$ cat src/design/clc_pkg.sv
// Operation
// - Any six-input function, some seven-input functions.
// - Each flop: data, clock, enable, clears, load.
// - Combinational results bypass the flops entirely.
// - Two output sets, two drivers, one local.
// - Flop output may feed back into LUT.
// - Registered and unregistered results shown together.
// - Exactly one configured mode at a time.
// - Eleven inputs: eight data, carry, shared, chain.
// - Cluster-wide controls drive flops in every mode.
// - Normal mode: two functions or one six-input.
// - Two five-input functions share both first inputs.
// - Four plus five shares first or second input.
// - Two six-input functions: four shared, identical.
// - Upper select pair feeds upper flop, lower lower.
// - Lower six-input frees upper pair for packing.
// - Lower second select packs only if unregistered.
// - Extended: selector between two shared five-input functions.
// - Extended unregistered: eighth input packs, lower flop off.
// - Smaller function pairs also accepted in normal mode.
package clc_pkg;

  localparam int ADDR_W = 5;

  localparam logic [ADDR_W-1:0] MODE_CTRL_OFS = 5'h00;
  localparam logic [ADDR_W-1:0] UPPER_MASK_LO_OFS = 5'h04;
  localparam logic [ADDR_W-1:0] UPPER_MASK_HI_OFS = 5'h08;
  localparam logic [ADDR_W-1:0] LOWER_MASK_LO_OFS = 5'h0c;
  localparam logic [ADDR_W-1:0] LOWER_MASK_HI_OFS = 5'h10;
  localparam logic [ADDR_W-1:0] FLOP_CFG_OFS = 5'h14;
  localparam logic [ADDR_W-1:0] OUT_CFG_OFS = 5'h18;
  localparam logic [ADDR_W-1:0] STATUS_OFS = 5'h1c;

  localparam logic [1:0] RESP_OKAY = 2'h0;
  localparam logic [1:0] RESP_SLVERR = 2'h2;

  // Mode codes, one-hot.
  localparam logic [4:0] MODE_NORMAL = 5'h01;
  localparam logic [4:0] MODE_EXTENDED = 5'h02;
  localparam logic [4:0] MODE_ARITH = 5'h04;
  localparam logic [4:0] MODE_SHARED = 5'h08;
  localparam logic [4:0] MODE_LUTREG = 5'h10;
  localparam logic [4:0] MODE_RST = MODE_NORMAL;

  // Flop data source codes.
  localparam logic [1:0] DSRC_COMB = 2'h0;
  localparam logic [1:0] DSRC_PACK = 2'h1;
  localparam logic [1:0] DSRC_CHAIN = 2'h2;
  localparam logic [1:0] DSRC_OFF = 2'h3;

  // Flop configuration byte fields, upper flop in bits 7:0, lower in 15:8.
  localparam int FC_DSRC_LSB = 0;
  localparam int FC_GATE_LSB = 2;
  localparam int FC_ACLR_SEL = 4;
  localparam int FC_ACLR_EN = 5;
  localparam int FC_SCLR_EN = 6;
  localparam int FC_SLOAD_EN = 7;
  localparam int FC_LOWER_LSB = 8;
  localparam logic [15:0] FLOP_CFG_RST = 16'hffff;

  // Output configuration: a set bit selects the registered value.
  localparam int OC_UPPER_LSB = 0;
  localparam int OC_LOWER_LSB = 3;
  localparam int OC_FB_UPPER = 6;
  localparam int OC_FB_LOWER = 7;
  localparam logic [7:0] OUT_CFG_RST = 8'h00;

  // Status fields.
  localparam int ST_UDEP_LSB = 0;
  localparam int ST_LDEP_LSB = 8;
  localparam int ST_CFG_ERR = 16;
  localparam int ST_UQ = 17;
  localparam int ST_LQ = 18;
  localparam int ST_LUTREG_Q = 19;

  typedef struct packed {
    logic aw_got;
    logic [ADDR_W-1:0] aw_addr;
    logic w_got;
    logic [31:0] wdata;
    logic [3:0] wstrb;
    logic bvalid;
    logic [1:0] bresp;
    logic rvalid;
    logic [31:0] rdata;
    logic [1:0] rresp;
    logic [4:0] mode;
    logic [63:0] umask;
    logic [63:0] lmask;
    logic [15:0] flop_cfg;
    logic [7:0] out_cfg;
  } clc_state_t;

  function automatic logic [31:0] clc_merge(input logic [31:0] old, input logic [31:0] nw, input logic [3:0] strb);
    logic [31:0] r;
    r = old;
    for (int i = 0; i < 4; i++) begin
      if (strb[i]) begin
        r[i*8 +: 8] = nw[i*8 +: 8];
      end
    end
    return r;
  endfunction : clc_merge

  // Inputs on which a six-input truth table really depends.
  function automatic logic [5:0] clc_deps(input logic [63:0] mask);
    logic [5:0] d;
    d = 6'h00;
    for (int i = 0; i < 6; i++) begin
      for (int j = 0; j < 64; j++) begin
        if (((j >> i) & 1) == 0) begin
          d[i] = d[i] | (mask[j] ^ mask[j + (1 << i)]);
        end
      end
    end
    return d;
  endfunction : clc_deps

  function automatic logic [2:0] clc_count(input logic [5:0] v);
    logic [2:0] c;
    c = 3'h0;
    for (int i = 0; i < 6; i++) begin
      c = c + {2'h0, v[i]};
    end
    return c;
  endfunction : clc_count

endpackage : clc_pkg

$ cat src/design/clc_flop.sv
`timescale 1ns/1ps
`default_nettype none
// One programmable flip-flop of the cell.
module clc_flop (
  input wire logic clk,
  input wire logic rst,
  input wire logic aclr,
  input wire logic ce,
  input wire logic sclr,
  input wire logic sload,
  input wire logic sload_data,
  input wire logic d,
  output logic q
);
  import clc_pkg::*;

  typedef struct packed {
    logic q;
  } clc_flop_state_t;

  clc_flop_state_t s_q;
  clc_flop_state_t s_d;
  logic clr_any;

  assign clr_any = rst | aclr;
  assign q = s_q.q;

  always_comb begin
    s_d = s_q;
    if (ce) begin
      if (sclr) begin
        s_d.q = 1'b0;
      end else if (sload) begin
        s_d.q = sload_data;
      end else begin
        s_d.q = d;
      end
    end
  end

  // The clear is asynchronous and beats every clocked control.
  always_ff @(posedge clk or posedge clr_any) begin
    if (clr_any) begin
      s_q <= '0;
    end else begin
      s_q <= s_d;
    end
  end

endmodule : clc_flop
`default_nettype wire

$ cat src/design/clc_cell.sv
// Design decisions made here: the AXI4-Lite register port and the address map.
`timescale 1ns/1ps
`default_nettype none
module clc_cell (
  input wire logic CLK_SYS,
  input wire logic RESET,
  input wire logic [clc_pkg::ADDR_W-1:0] S_AXI_AWADDR,
  input wire logic S_AXI_AWVALID,
  output logic S_AXI_AWREADY,
  input wire logic [31:0] S_AXI_WDATA,
  input wire logic [3:0] S_AXI_WSTRB,
  input wire logic S_AXI_WVALID,
  output logic S_AXI_WREADY,
  output logic [1:0] S_AXI_BRESP,
  output logic S_AXI_BVALID,
  input wire logic S_AXI_BREADY,
  input wire logic [clc_pkg::ADDR_W-1:0] S_AXI_ARADDR,
  input wire logic S_AXI_ARVALID,
  output logic S_AXI_ARREADY,
  output logic [31:0] S_AXI_RDATA,
  output logic [1:0] S_AXI_RRESP,
  output logic S_AXI_RVALID,
  input wire logic S_AXI_RREADY,
  input wire logic [3:0] SHARED_DATA,
  input wire logic UPPER_SELECT_FIRST,
  input wire logic UPPER_SELECT_SECOND,
  input wire logic LOWER_SELECT_FIRST,
  input wire logic LOWER_SELECT_SECOND,
  input wire logic CARRY_IN,
  input wire logic SHARED_CHAIN_IN,
  input wire logic REG_CHAIN_IN,
  input wire logic CLUSTER_CLOCK_GATE_A,
  input wire logic CLUSTER_CLOCK_GATE_B,
  input wire logic CLUSTER_CLOCK_GATE_C,
  input wire logic CLUSTER_ASYNC_CLEAR_A,
  input wire logic CLUSTER_ASYNC_CLEAR_B,
  input wire logic CLUSTER_SYNC_CLEAR,
  input wire logic CLUSTER_SYNC_LOAD,
  output logic [1:0] UPPER_ROUTE_OUT,
  output logic UPPER_LOCAL_OUT,
  output logic [1:0] LOWER_ROUTE_OUT,
  output logic LOWER_LOCAL_OUT,
  output logic UPPER_COMB_OUTPUT,
  output logic LOWER_COMB_OUTPUT,
  output logic CARRY_OUT,
  output logic SHARED_CHAIN_OUT,
  output logic REG_CHAIN_OUT
);
  import clc_pkg::*;

  clc_state_t s_q;
  clc_state_t s_d;

  logic a_in;
  logic b_in;
  logic c_in;
  logic d_in;
  logic e0_in;
  logic f0_in;
  logic e1_in;
  logic f1_in;
  logic upper_q;
  logic lower_q;
  logic lutreg_q;
  logic [5:0] udep;
  logic [5:0] ldep;
  logic [2:0] ucnt;
  logic [2:0] lcnt;
  logic [3:0] common_in;
  logic pack_err;
  logic flop_err;
  logic cfg_err;
  logic [15:0] fc;
  logic [1:0] udsrc;
  logic [1:0] ldsrc;
  logic u_lut;
  logic l_lut;
  logic u_res;
  logic l_res;
  logic sum0;
  logic sum1;
  logic carry0;
  logic carry1;
  logic shared_mid;
  logic shared_out;
  logic u_ff_d;
  logic l_ff_d;
  logic u_ce;
  logic l_ce;
  logic u_aclr;
  logic l_aclr;
  logic [31:0] rd_word;
  logic rd_hit;
  logic wr_hit;

  // The eight data inputs, with feedback optionally replacing the second selects.
  assign a_in = SHARED_DATA[0];
  assign b_in = SHARED_DATA[1];
  assign c_in = SHARED_DATA[2];
  assign d_in = SHARED_DATA[3];
  assign e0_in = UPPER_SELECT_FIRST;
  assign e1_in = LOWER_SELECT_FIRST;
  assign f0_in = s_q.out_cfg[OC_FB_UPPER] ? upper_q : UPPER_SELECT_SECOND;
  assign f1_in = s_q.out_cfg[OC_FB_LOWER] ? lower_q : LOWER_SELECT_SECOND;

  assign fc = s_q.flop_cfg;
  assign udsrc = fc[FC_DSRC_LSB +: 2];
  assign ldsrc = fc[FC_LOWER_LSB + FC_DSRC_LSB +: 2];

  // Packing legality is derived from what each truth table actually depends on.
  // Bits 3:0 are the shared inputs a..d, bits 5:4 the half's own select pair.
  assign udep = clc_deps(s_q.umask);
  assign ldep = clc_deps(s_q.lmask);
  assign ucnt = clc_count(udep);
  assign lcnt = clc_count(ldep);
  assign common_in = udep[3:0] & ldep[3:0];

  always_comb begin
    pack_err = 1'b0;
    if (ucnt == 3'h6 && lcnt == 3'h6) begin
      pack_err = !(common_in == 4'hf && s_q.umask == s_q.lmask);
    end else if (ucnt == 3'h6 || lcnt == 3'h6) begin
      pack_err = (ucnt != 3'h0) && (lcnt != 3'h0);
    end else if (ucnt == 3'h5 && lcnt == 3'h5) begin
      pack_err = common_in[1:0] != 2'h3;
    end else if ((ucnt == 3'h5 && lcnt == 3'h4) || (ucnt == 3'h4 && lcnt == 3'h5)) begin
      pack_err = !(common_in[0] | common_in[1]);
    end
  end

  // Register packing sources are only legal when the pin is otherwise idle.
  always_comb begin
    flop_err = 1'b0;
    if (s_q.mode == MODE_NORMAL) begin
      if (udsrc == DSRC_PACK && udep[5:4] != 2'h0) begin
        flop_err = 1'b1;
      end
      if (ldsrc == DSRC_PACK && (ldep[5] || udsrc == DSRC_COMB)) begin
        flop_err = 1'b1;
      end
    end else if (s_q.mode == MODE_EXTENDED) begin
      // The packed register needs a driver of its own, so one must still show the table.
      if (udsrc == DSRC_PACK && s_q.out_cfg[OC_UPPER_LSB +: 3] == 3'h7) begin
        flop_err = 1'b1;
      end
    end
  end

  assign cfg_err = (s_q.mode == MODE_NORMAL && pack_err) || flop_err;

  // Adders: two four-input tables per adder in the arithmetic modes.
  always_comb begin
    logic x0;
    logic y0;
    logic x1;
    logic y1;
    x0 = s_q.umask[{e0_in, c_in, b_in, a_in}];
    y0 = s_q.umask[6'h10 + {2'h0, f0_in, d_in, b_in, a_in}];
    x1 = s_q.lmask[{e1_in, c_in, b_in, a_in}];
    y1 = s_q.lmask[6'h10 + {2'h0, f1_in, d_in, b_in, a_in}];
    shared_mid = 1'b0;
    shared_out = 1'b0;
    if (s_q.mode == MODE_SHARED) begin
      // Three-input add: the second table of each half forms the chain carry.
      shared_mid = y0;
      shared_out = y1;
      y0 = SHARED_CHAIN_IN;
      y1 = shared_mid;
    end
    sum0 = x0 ^ y0 ^ CARRY_IN;
    carry0 = (x0 & y0) | (CARRY_IN & (x0 ^ y0));
    sum1 = x1 ^ y1 ^ carry0;
    carry1 = (x1 & y1) | (carry0 & (x1 ^ y1));
  end

  // Combinational results per mode; an illegal packing blanks both halves.
  always_comb begin
    u_lut = s_q.umask[{f0_in, e0_in, d_in, c_in, b_in, a_in}];
    l_lut = s_q.lmask[{f1_in, e1_in, d_in, c_in, b_in, a_in}];
    u_res = 1'b0;
    l_res = 1'b0;
    unique case (s_q.mode)
      MODE_NORMAL: begin
        u_res = u_lut;
        l_res = l_lut;
      end
      MODE_EXTENDED: begin
        u_res = f0_in ? s_q.lmask[{1'b0, e1_in, d_in, c_in, b_in, a_in}]
                      : s_q.umask[{1'b0, e0_in, d_in, c_in, b_in, a_in}];
      end
      MODE_ARITH, MODE_SHARED: begin
        u_res = sum0;
        l_res = sum1;
      end
      MODE_LUTREG: begin
        u_res = u_lut;
        l_res = lutreg_q;
      end
      default: begin
        u_res = 1'b0;
        l_res = 1'b0;
      end
    endcase
    if (cfg_err) begin
      u_res = 1'b0;
      l_res = 1'b0;
    end
  end

  // Flop data and cluster control selection.
  always_comb begin
    unique case (udsrc)
      DSRC_COMB: u_ff_d = u_res;
      DSRC_PACK: u_ff_d = (s_q.mode == MODE_EXTENDED) ? LOWER_SELECT_SECOND : UPPER_SELECT_FIRST;
      DSRC_CHAIN: u_ff_d = REG_CHAIN_IN;
      default: u_ff_d = upper_q;
    endcase
    unique case (ldsrc)
      DSRC_COMB: l_ff_d = l_res;
      DSRC_PACK: l_ff_d = LOWER_SELECT_SECOND;
      DSRC_CHAIN: l_ff_d = upper_q;
      default: l_ff_d = lower_q;
    endcase
  end

  function automatic logic gate_sel(input logic [1:0] sel, input logic ga, input logic gb, input logic gc);
    logic g;
    g = 1'b1;
    if (sel == 2'h1) begin
      g = ga;
    end else if (sel == 2'h2) begin
      g = gb;
    end else if (sel == 2'h3) begin
      g = gc;
    end
    return g;
  endfunction : gate_sel

  // Any selected gate of the cluster turns a flop on or off; in extended mode the lower flop stays off.
  assign u_ce = (udsrc != DSRC_OFF) && !flop_err &&
                gate_sel(fc[FC_GATE_LSB +: 2], CLUSTER_CLOCK_GATE_A, CLUSTER_CLOCK_GATE_B,
                         CLUSTER_CLOCK_GATE_C);
  assign l_ce = (ldsrc != DSRC_OFF) && !flop_err && (s_q.mode != MODE_EXTENDED) &&
                gate_sel(fc[FC_LOWER_LSB + FC_GATE_LSB +: 2], CLUSTER_CLOCK_GATE_A,
                         CLUSTER_CLOCK_GATE_B, CLUSTER_CLOCK_GATE_C);
  // The clear selection comes from registers, so only the cluster pins can glitch it.
  assign u_aclr = fc[FC_ACLR_EN] &
                  (fc[FC_ACLR_SEL] ? CLUSTER_ASYNC_CLEAR_B : CLUSTER_ASYNC_CLEAR_A);
  assign l_aclr = fc[FC_LOWER_LSB + FC_ACLR_EN] &
                  (fc[FC_LOWER_LSB + FC_ACLR_SEL] ? CLUSTER_ASYNC_CLEAR_B : CLUSTER_ASYNC_CLEAR_A);

  clc_flop u_upper_flip_flop (
    .clk(CLK_SYS),
    .rst(RESET),
    .aclr(u_aclr),
    .ce(u_ce),
    .sclr(CLUSTER_SYNC_CLEAR & fc[FC_SCLR_EN]),
    .sload(CLUSTER_SYNC_LOAD & fc[FC_SLOAD_EN]),
    .sload_data(c_in),
    .d(u_ff_d),
    .q(upper_q)
  );

  clc_flop u_lower_flip_flop (
    .clk(CLK_SYS),
    .rst(RESET),
    .aclr(l_aclr),
    .ce(l_ce),
    .sclr(CLUSTER_SYNC_CLEAR & fc[FC_LOWER_LSB + FC_SCLR_EN]),
    .sload(CLUSTER_SYNC_LOAD & fc[FC_LOWER_LSB + FC_SLOAD_EN]),
    .sload_data(c_in),
    .d(l_ff_d),
    .q(lower_q)
  );

  // The third register of the table-register mode shares the upper flop's enable and async clear; it has no sync clear or load.
  clc_flop u_table_reg (
    .clk(CLK_SYS),
    .rst(RESET),
    .aclr(u_aclr),
    .ce(u_ce && s_q.mode == MODE_LUTREG),
    .sclr(1'b0),
    .sload(1'b0),
    .sload_data(1'b0),
    .d(l_lut),
    .q(lutreg_q)
  );

  // Each driver picks comb or registered on its own, so both can show at once.
  always_comb begin
    for (int i = 0; i < 2; i++) begin
      UPPER_ROUTE_OUT[i] = s_q.out_cfg[OC_UPPER_LSB + i] ? upper_q : u_res;
      LOWER_ROUTE_OUT[i] = s_q.out_cfg[OC_LOWER_LSB + i] ? lower_q : l_res;
    end
    UPPER_LOCAL_OUT = s_q.out_cfg[OC_UPPER_LSB + 2] ? upper_q : u_res;
    LOWER_LOCAL_OUT = s_q.out_cfg[OC_LOWER_LSB + 2] ? lower_q : l_res;
  end

  assign UPPER_COMB_OUTPUT = u_res;
  assign LOWER_COMB_OUTPUT = l_res;
  assign CARRY_OUT = carry1;
  assign SHARED_CHAIN_OUT = shared_out;
  assign REG_CHAIN_OUT = lower_q;

  // Register read map.
  always_comb begin
    rd_word = 32'h0000_0000;
    rd_hit = 1'b1;
    unique case (S_AXI_ARADDR)
      MODE_CTRL_OFS: rd_word[4:0] = s_q.mode;
      UPPER_MASK_LO_OFS: rd_word = s_q.umask[31:0];
      UPPER_MASK_HI_OFS: rd_word = s_q.umask[63:32];
      LOWER_MASK_LO_OFS: rd_word = s_q.lmask[31:0];
      LOWER_MASK_HI_OFS: rd_word = s_q.lmask[63:32];
      FLOP_CFG_OFS: rd_word[15:0] = s_q.flop_cfg;
      OUT_CFG_OFS: rd_word[7:0] = s_q.out_cfg;
      STATUS_OFS: begin
        rd_word[ST_UDEP_LSB +: 6] = udep;
        rd_word[ST_LDEP_LSB +: 6] = ldep;
        rd_word[ST_CFG_ERR] = cfg_err;
        rd_word[ST_UQ] = upper_q;
        rd_word[ST_LQ] = lower_q;
        rd_word[ST_LUTREG_Q] = lutreg_q;
      end
      default: rd_hit = 1'b0;
    endcase
  end

  assign wr_hit = (s_q.aw_addr == MODE_CTRL_OFS) || (s_q.aw_addr == UPPER_MASK_LO_OFS) ||
                  (s_q.aw_addr == UPPER_MASK_HI_OFS) || (s_q.aw_addr == LOWER_MASK_LO_OFS) ||
                  (s_q.aw_addr == LOWER_MASK_HI_OFS) || (s_q.aw_addr == FLOP_CFG_OFS) ||
                  (s_q.aw_addr == OUT_CFG_OFS);

  assign S_AXI_AWREADY = !s_q.aw_got && !s_q.bvalid;
  assign S_AXI_WREADY = !s_q.w_got && !s_q.bvalid;
  assign S_AXI_ARREADY = !s_q.rvalid;
  assign S_AXI_BVALID = s_q.bvalid;
  assign S_AXI_BRESP = s_q.bresp;
  assign S_AXI_RVALID = s_q.rvalid;
  assign S_AXI_RDATA = s_q.rdata;
  assign S_AXI_RRESP = s_q.rresp;

  always_comb begin
    logic [31:0] m;
    m = 32'h0000_0000;
    s_d = s_q;
    if (S_AXI_AWVALID && S_AXI_AWREADY) begin
      s_d.aw_got = 1'b1;
      s_d.aw_addr = S_AXI_AWADDR;
    end
    if (S_AXI_WVALID && S_AXI_WREADY) begin
      s_d.w_got = 1'b1;
      s_d.wdata = S_AXI_WDATA;
      s_d.wstrb = S_AXI_WSTRB;
    end
    if (s_q.aw_got && s_q.w_got) begin
      s_d.aw_got = 1'b0;
      s_d.w_got = 1'b0;
      s_d.bvalid = 1'b1;
      s_d.bresp = wr_hit ? RESP_OKAY : RESP_SLVERR;
      unique case (s_q.aw_addr)
        MODE_CTRL_OFS: begin
          m = clc_merge({27'h0000000, s_q.mode}, s_q.wdata, s_q.wstrb);
          // A code that is not exactly one mode is refused and the old mode kept.
          if (m[4:0] == MODE_NORMAL || m[4:0] == MODE_EXTENDED || m[4:0] == MODE_ARITH ||
              m[4:0] == MODE_SHARED || m[4:0] == MODE_LUTREG) begin
            s_d.mode = m[4:0];
          end
        end
        UPPER_MASK_LO_OFS: s_d.umask[31:0] = clc_merge(s_q.umask[31:0], s_q.wdata, s_q.wstrb);
        UPPER_MASK_HI_OFS: s_d.umask[63:32] = clc_merge(s_q.umask[63:32], s_q.wdata, s_q.wstrb);
        LOWER_MASK_LO_OFS: s_d.lmask[31:0] = clc_merge(s_q.lmask[31:0], s_q.wdata, s_q.wstrb);
        LOWER_MASK_HI_OFS: s_d.lmask[63:32] = clc_merge(s_q.lmask[63:32], s_q.wdata, s_q.wstrb);
        FLOP_CFG_OFS: begin
          m = clc_merge({16'h0000, s_q.flop_cfg}, s_q.wdata, s_q.wstrb);
          s_d.flop_cfg = m[15:0];
        end
        OUT_CFG_OFS: begin
          m = clc_merge({24'h000000, s_q.out_cfg}, s_q.wdata, s_q.wstrb);
          s_d.out_cfg = m[7:0];
        end
        default: m = 32'h0000_0000;
      endcase
    end
    if (s_q.bvalid && S_AXI_BREADY) begin
      s_d.bvalid = 1'b0;
    end
    if (S_AXI_ARVALID && S_AXI_ARREADY) begin
      s_d.rvalid = 1'b1;
      s_d.rdata = rd_word;
      s_d.rresp = rd_hit ? RESP_OKAY : RESP_SLVERR;
    end else if (s_q.rvalid && S_AXI_RREADY) begin
      s_d.rvalid = 1'b0;
    end
  end

  always_ff @(posedge CLK_SYS or posedge RESET) begin
    if (RESET) begin
      s_q <= '0;
      s_q.mode <= MODE_RST;
      s_q.flop_cfg <= FLOP_CFG_RST;
      s_q.out_cfg <= OUT_CFG_RST;
    end else begin
      s_q <= s_d;
    end
  end

endmodule : clc_cell
`default_nettype wire

$ cat config.mk
export PLATFORM = sky130hd
export DESIGN_NAME = clc_cell
export DESIGN_NICKNAME = d
export VERILOG_FILES = /design/src/design/clc_pkg.sv /design/src/design/clc_flop.sv /design/src/design/clc_cell.sv
export SDC_FILE = /design/constraint.sdc
export NUM_CORES = 1
export LEC_CHECK = 0
export ABC_AREA = 1
export BUFFER_PORTS_ARGS = -buffer_cell sky130_fd_sc_hd__buf_4
export CAP_MARGIN = 20
export CELL_PAD_IN_SITES_DETAIL_PLACEMENT = 1
export CELL_PAD_IN_SITES_GLOBAL_PLACEMENT = 1
export CORE_UTILIZATION = 46
export DETAILED_ROUTE_END_ITERATION = 10
export PLACE_DENSITY = 0.84
export SKIP_CTS_REPAIR_TIMING = 1
export SKIP_LAST_GASP = 1
export SYNTH_ARGS = -nofsm -noshare
export SYNTH_HDL_FRONTEND = slang
export SYNTH_SLANG_ARGS = --single-unit
export TNS_END_PERCENT = 10
$ cat constraint.sdc
create_clock -name CLK_SYS -period 9.75 [get_ports CLK_SYS]
set_input_delay 1.95 -clock CLK_SYS [delete_from_list [all_inputs] [get_ports CLK_SYS]]
set_output_delay 1.95 -clock CLK_SYS [all_outputs]
set_load 0.1 [all_outputs]
* Word-level counts from Yosys, hierarchy flattened
Index checks and enable logic that the tools add are counted.
Storage, ports and cells: flip-flop bits (word level) 241, input port bits 71, output and inout port bits 52, logic and storage cells 1035
Operators by class: $add $sub $neg 12, magnitude comparators 8, eq/ne operators 46, mux-type cells 77, bitwise logic cells 776, reduce and logical (&&, ||, !) cells 83
Operator list (count):
- bitwise XOR 1 bit | 388
- OR 1 bit | 377
- == test 64 bit | 1
- AND reduction 3 bit | 20
- two-way mux 1 bit | 50
- case mux 12 bit (4 select lines) | 1
- == test 5 bit (second input constant) | 9
- case mux 5 bit (8 select lines) | 1
- two-way mux 37 bit | 1
- case mux 6 bit (6 select lines) | 1
- == test 5 x 4 -> 1 bit (second input constant) | 6
- < comparator 6 x 7 -> 1 bit (second input constant) | 4
- binary-select mux 1 bit (select 6 bit) | 4
- logical AND 1 bit | 24
- == test 3 bit (second input constant) | 7
- == test 5 x 3 -> 1 bit (second input constant) | 4
- case mux 4 bit (5 select lines) | 1
- adder 3 x 1 -> 3 bit | 6
- two-way mux 5 bit | 3
- logical OR 1 bit | 14
- < comparator 4 x 7 -> 1 bit (second input constant) | 2
- < comparator 5 x 7 -> 1 bit (second input constant) | 2
- adder 5 x 4 -> 6 bit (first input constant) | 2
- == test 2 bit (second input constant) | 6
- 28 further kinds | 68

* Logic depth before layout (Yosys ltp)
depth in word-level cells 50, gate-level depth with buffers 34

* Cells and area by module
Synthesis repeated with hierarchy kept, for this count alone.
Unflattened totals: cells, all modules 2795, area total of the unflattened synthesis 19127.1 µm²
Modules (own cells, without submodules):
- clc_cell | times used 1, cells an instance 2759, area an instance 18916.9 µm², seq. area each 5926.9 µm²
- clc_flop | times used 3, cells an instance 12, area an instance 70.1 µm², seq. area each 25.0 µm²

* Worst setup path before layout
No wires, ideal clock.
kind input -> output, from input SHARED_DATA[0], to output LOWER_LOCAL_OUT, arrival 6.136 ns, data required time 7.800 ns, path slack 1.664 ns, stages 17, buffers on the path 2, cell sequence buf_4 -> buf_2 -> a21oi_1 -> o21ai_0 -> nand2_1 -> inv_1 -> o211ai_1 -> nand3_1 -> o21ai_0 -> fa_1 -> inv_1 -> fa_1 -> a22o_1 -> inv_1 -> nand2_1 -> nand3_2 -> o21ai_0
On the way: word-level cells in the longest chain between the ends 11, elaborated cells between the ends (all ways) 23
Ends and longest elaborated chain:
- from (decl) | line clc_cell.sv:24 | input wire logic [3:0] SHARED_DATA,
- adder 5 x 4 -> 6 bit | line clc_cell.sv:158 | y0 = s_q.umask[6'h10 + {2'h0, f0_in, d_in, b_in, a_in}];
- binary-select mux 1 bit (select 6 bit) | line clc_cell.sv:158
- two-way mux 1 bit (not written as such) | line clc_cell.sv:158
- two-way mux 1 bit | line clc_cell.sv:163 | if (s_q.mode == MODE_SHARED) begin
- bitwise XOR 1 bit | line clc_cell.sv:171 | carry0 = (x0 & y0) | (CARRY_IN & (x0 ^ y0));
- bitwise AND 1 bit | line clc_cell.sv:171
- OR 1 bit | line clc_cell.sv:171
- bitwise XOR 1 bit | line clc_cell.sv:172 | sum1 = x1 ^ y1 ^ carry0;
- case mux 1 bit (3 select lines) (*) | line clc_cell.sv:182 | unique case (s_q.mode)
- two-way mux 1 bit (*) | line clc_cell.sv:204 | if (cfg_err) begin
- two-way mux 1 bit (*) | line clc_cell.sv:296 | LOWER_LOCAL_OUT = s_q.out_cfg[OC_LOWER_LSB + 2] ? lower_q : l_res;
- to (decl) | line clc_cell.sv:42 | output logic LOWER_LOCAL_OUT,
Mark *: on every way between the ends. The rest lies on a longest branch, timed or not. The select of a mux whose other input is x is not followed.

* Final worst setup path
from register s_q[142] (netlist name), to output UPPER_LOCAL_OUT
On the way: word-level cells in the longest chain between the ends 24, elaborated cells between the ends (all ways) 90
Ends and longest elaborated chain:
- from (decl) | line clc_cell.sv:51 | clc_state_t s_q;
- parallel branches: the longest is 22 deep, another holds adder 2 x 1 -> 3 bit
- two-way mux 1 bit (*) | line clc_cell.sv:204
- two-way mux 1 bit (*) | line clc_cell.sv:295 | UPPER_LOCAL_OUT = s_q.out_cfg[OC_UPPER_LSB + 2] ? upper_q : u_res;
- to (decl) | line clc_cell.sv:40 | output logic UPPER_LOCAL_OUT,
Mark *: on every way between the ends. The select of a mux whose other input is x is not followed.

==> metrics <==
status finished with violations; violated checks DRC; pwr/cell area about 450 nW/um^2; crit-path max FO 10; fmax ~120 MHz; Syn. warnings 0; GPL Wtd Cong about 1.1; Core Box Area 41000 um^2; Non-Filler Instances 3242; WS Path Type reg2out; vias post-DR about 20000; met3 GRT Util between 10% and 20%; Max-cap violations 0; Critical Path End Type output port; number of remaining DRC errors 22; Fin Setup TNS 0 ns; Synth Area in Simple Gates around a quarter; Tot GR Track Use 43.3%; Bufs and invs on worst path 4; P&R area growth vs syn 5.81%; die width between 200 and 250 um; worst reg-to-reg setup slack between 4 and 5 ns; Fin. Hold Viols 0; Die Span Y between 200 and 250 um; largest net degree at the start of global routing between 100 and 150; Max-Slew Margin vs Limit 22.4%; total grt overflow 0; dpl hpwl 67500 um; most instantiated cells after synthesis nand2_1 (829), o21ai_0 (267), xnor2_1 (251), dfrtp_1 (222), nor2_1 (203); num rows 74; CP dominant cell by count nand2_1; max reg flops ~180; initial antenna violation count 2; post-synthesis cell type count between 50 and 60; grt met1 use between 50 and 60%; top post-synthesis cells by area dfrtp_1 (29%), nand2_1 (16%), xnor2_1 (11%); First DRT Iteration DRCs around 2200; Root Buffer clkbuf_16; cell depth of the worst flop-to-flop path 26; vias in the first global route approximately 20000; RSZ-0062 raised after global routing no; number of flops mapped to enable cells by yosys 0; Synth Cell Area between 15000 and 20000 um^2; share of layout cells above drive strength 1 a little over a tenth; port buffer count between 100 and 150; register bit total from synthesis 239; Period minus WS final 8.26 ns; Adder-Cell Fraction of Synth Area 1.49%; H-tree Lvls 1; fin crit share 84.8%; register area share after synthesis 31.3%; DRT Wirelength between 90000 and 100000 um; routed len/inst around 28 um; worst slew pin tran around 1.2 ns; crit path capture UPPER_LOCAL_OUT; grt peak-use layer met2; Die ar. approximately 43000 um^2; main combinational cell family by area after synthesis simple AND/OR/NAND/NOR gates; RR Endpoint S_AXI_RDATA[16]; Avg Inst Size Synth approximately 7.0 um^2; # IOs 123; Final Max Tran Viols 0; met2 Usage GRT between 60 and 70%; clock tree sinks around 240; maximum vdd drop 0.000287 V; ys async rst share 100%; final setup fails 0; drt first pass iters 8; Reg clk slew, reported paths 0.06 ns; Hold Crit Class reg2async; first-pass GRT wire length between 100000 and 150000 um; WP data arrival roughly 6.3 ns; Pleak approximately 9.5 nW; CTS tree built; top cell family by delay on the critical path simple AND/OR/NAND/NOR gates; CP startpoint kind flip-flop; Pwr Total between 0.009 and 0.01 W; CP startpoint s_q[142]; Worst path depth 26; Compound-Gate Fraction of Synth Area 14.6%; drt via density around 6; top-area cell type share of the netlist area around 29%; Antenna Nets Post-Route 0; CTS Buf Count 27; # nets final 2777; clock skew between 0.05 and 0.06 ns; filler cell count roughly 5300; largest reg by FF count s_q; Max stage delay on crit path 0.71 ns; worst skew pair latency just over 0.6 ns; ys flop type dfrtp_1; Synth area leader dfrtp_1; Slowest-stage cell, CP dfrtp_1; Mapped Cells 2745; FF-to-FF Start s_q[142]; xor and xnor area share after synthesis 14.4%; top-count cell post-synth nand2_1; Clock Tree Buf Depth 3; Critical Path RT between 7 and 8 ns; starting density of the core about 47%; mux cell area share after synthesis less than 1%; dpl cells ~3200
## logic make-up after synthesis
group           count (synthesis)
compound gates                511
flops                         239
buf+inv                       473
other cells                     1
mux                             4
simple gates                 1185
fa+ha+maj                      18
xor+xnor                      314
## area by class of cell
class	count	area (um^2)	area share, %
multi-input cells	2034	10700	52.7
diodes	1	2.50	0.0123
clock inverters	8	116	0.573
flip-flops and latches	239	6000	29.6
well taps	532	666	3.28
clock buffers	42	792	3.90
inverters	240	915	4.50
repair buffers	146	1110	5.46
## worst min path at each step
stage	from	to	slack (ns)	cells past startpoint
after detailed placement	fc[13]	u_lower_flip_flop.q	0.24	1
after global placement	fc[13]	u_lower_flip_flop.q	0.22	1
final	fc[13]	u_lower_flip_flop.q	0.24	1
after global routing	fc[13]	u_lower_flip_flop.q	0.28	1
after floorplan	fc[13]	u_lower_flip_flop.q	0.16	1
after CTS	fc[13]	u_lower_flip_flop.q	0.24	1
## power breakdown
group / leakage, nW / switching [W] / internal (W)
clock network: 0.445 / 0.000448 / 0.000614
logic: 5.97 / 0.00355 / 0.00195
registers: 3.09 / 0.00129 / 0.00134
total: 9.50 / 0.00528 / 0.00390
## metal layers
| layer | wire length (um) | vias to the layer above |
|---|---|---|
| li1 | - | 8590 |
| met1 | 36200 | 9804 |
| met2 | 39000 | 1238 |
| met3 | 10600 | 295 |
| met4 | 5390 | 0 |
| met5 | 0 | - |
## metrics by stage
stage | hold slack, ns | util (%) | cell area (um^2) | setup WS (ns)
finish | 0.244 | 49.5 | 20300 | 1.49
global route | 0.281 | 49.5 | 20300 | 1.22
CTS | 0.240 | 49.5 | 20300 | 1.67
detailed placement | 0.235 | 47.3 | 19400 | 2.06
global placement | 0.224 | 47.3 | 19400 | 2.09
floorplan | 0.163 | - | 19200 | 1.35
## cell usage in the layout (no fill, tap or decap), types with 16 or more instances in the layout
cell type / instances
o211ai_1: 16
inv_1: 185
buf_4: 145
dfrtp_1: 222
o21ai_0: 267
xor2_1: 60
o22ai_1: 55
nand2_1: 828
nand3_1: 62
o21ai_1: 18
nand4_1: 50
a21oi_1: 115
dfstp_2: 17
clkbuf_16: 27
xnor2_1: 251
inv_2: 49
nor2_1: 203
No activity file was read; power rests on OpenSTA's default activity.
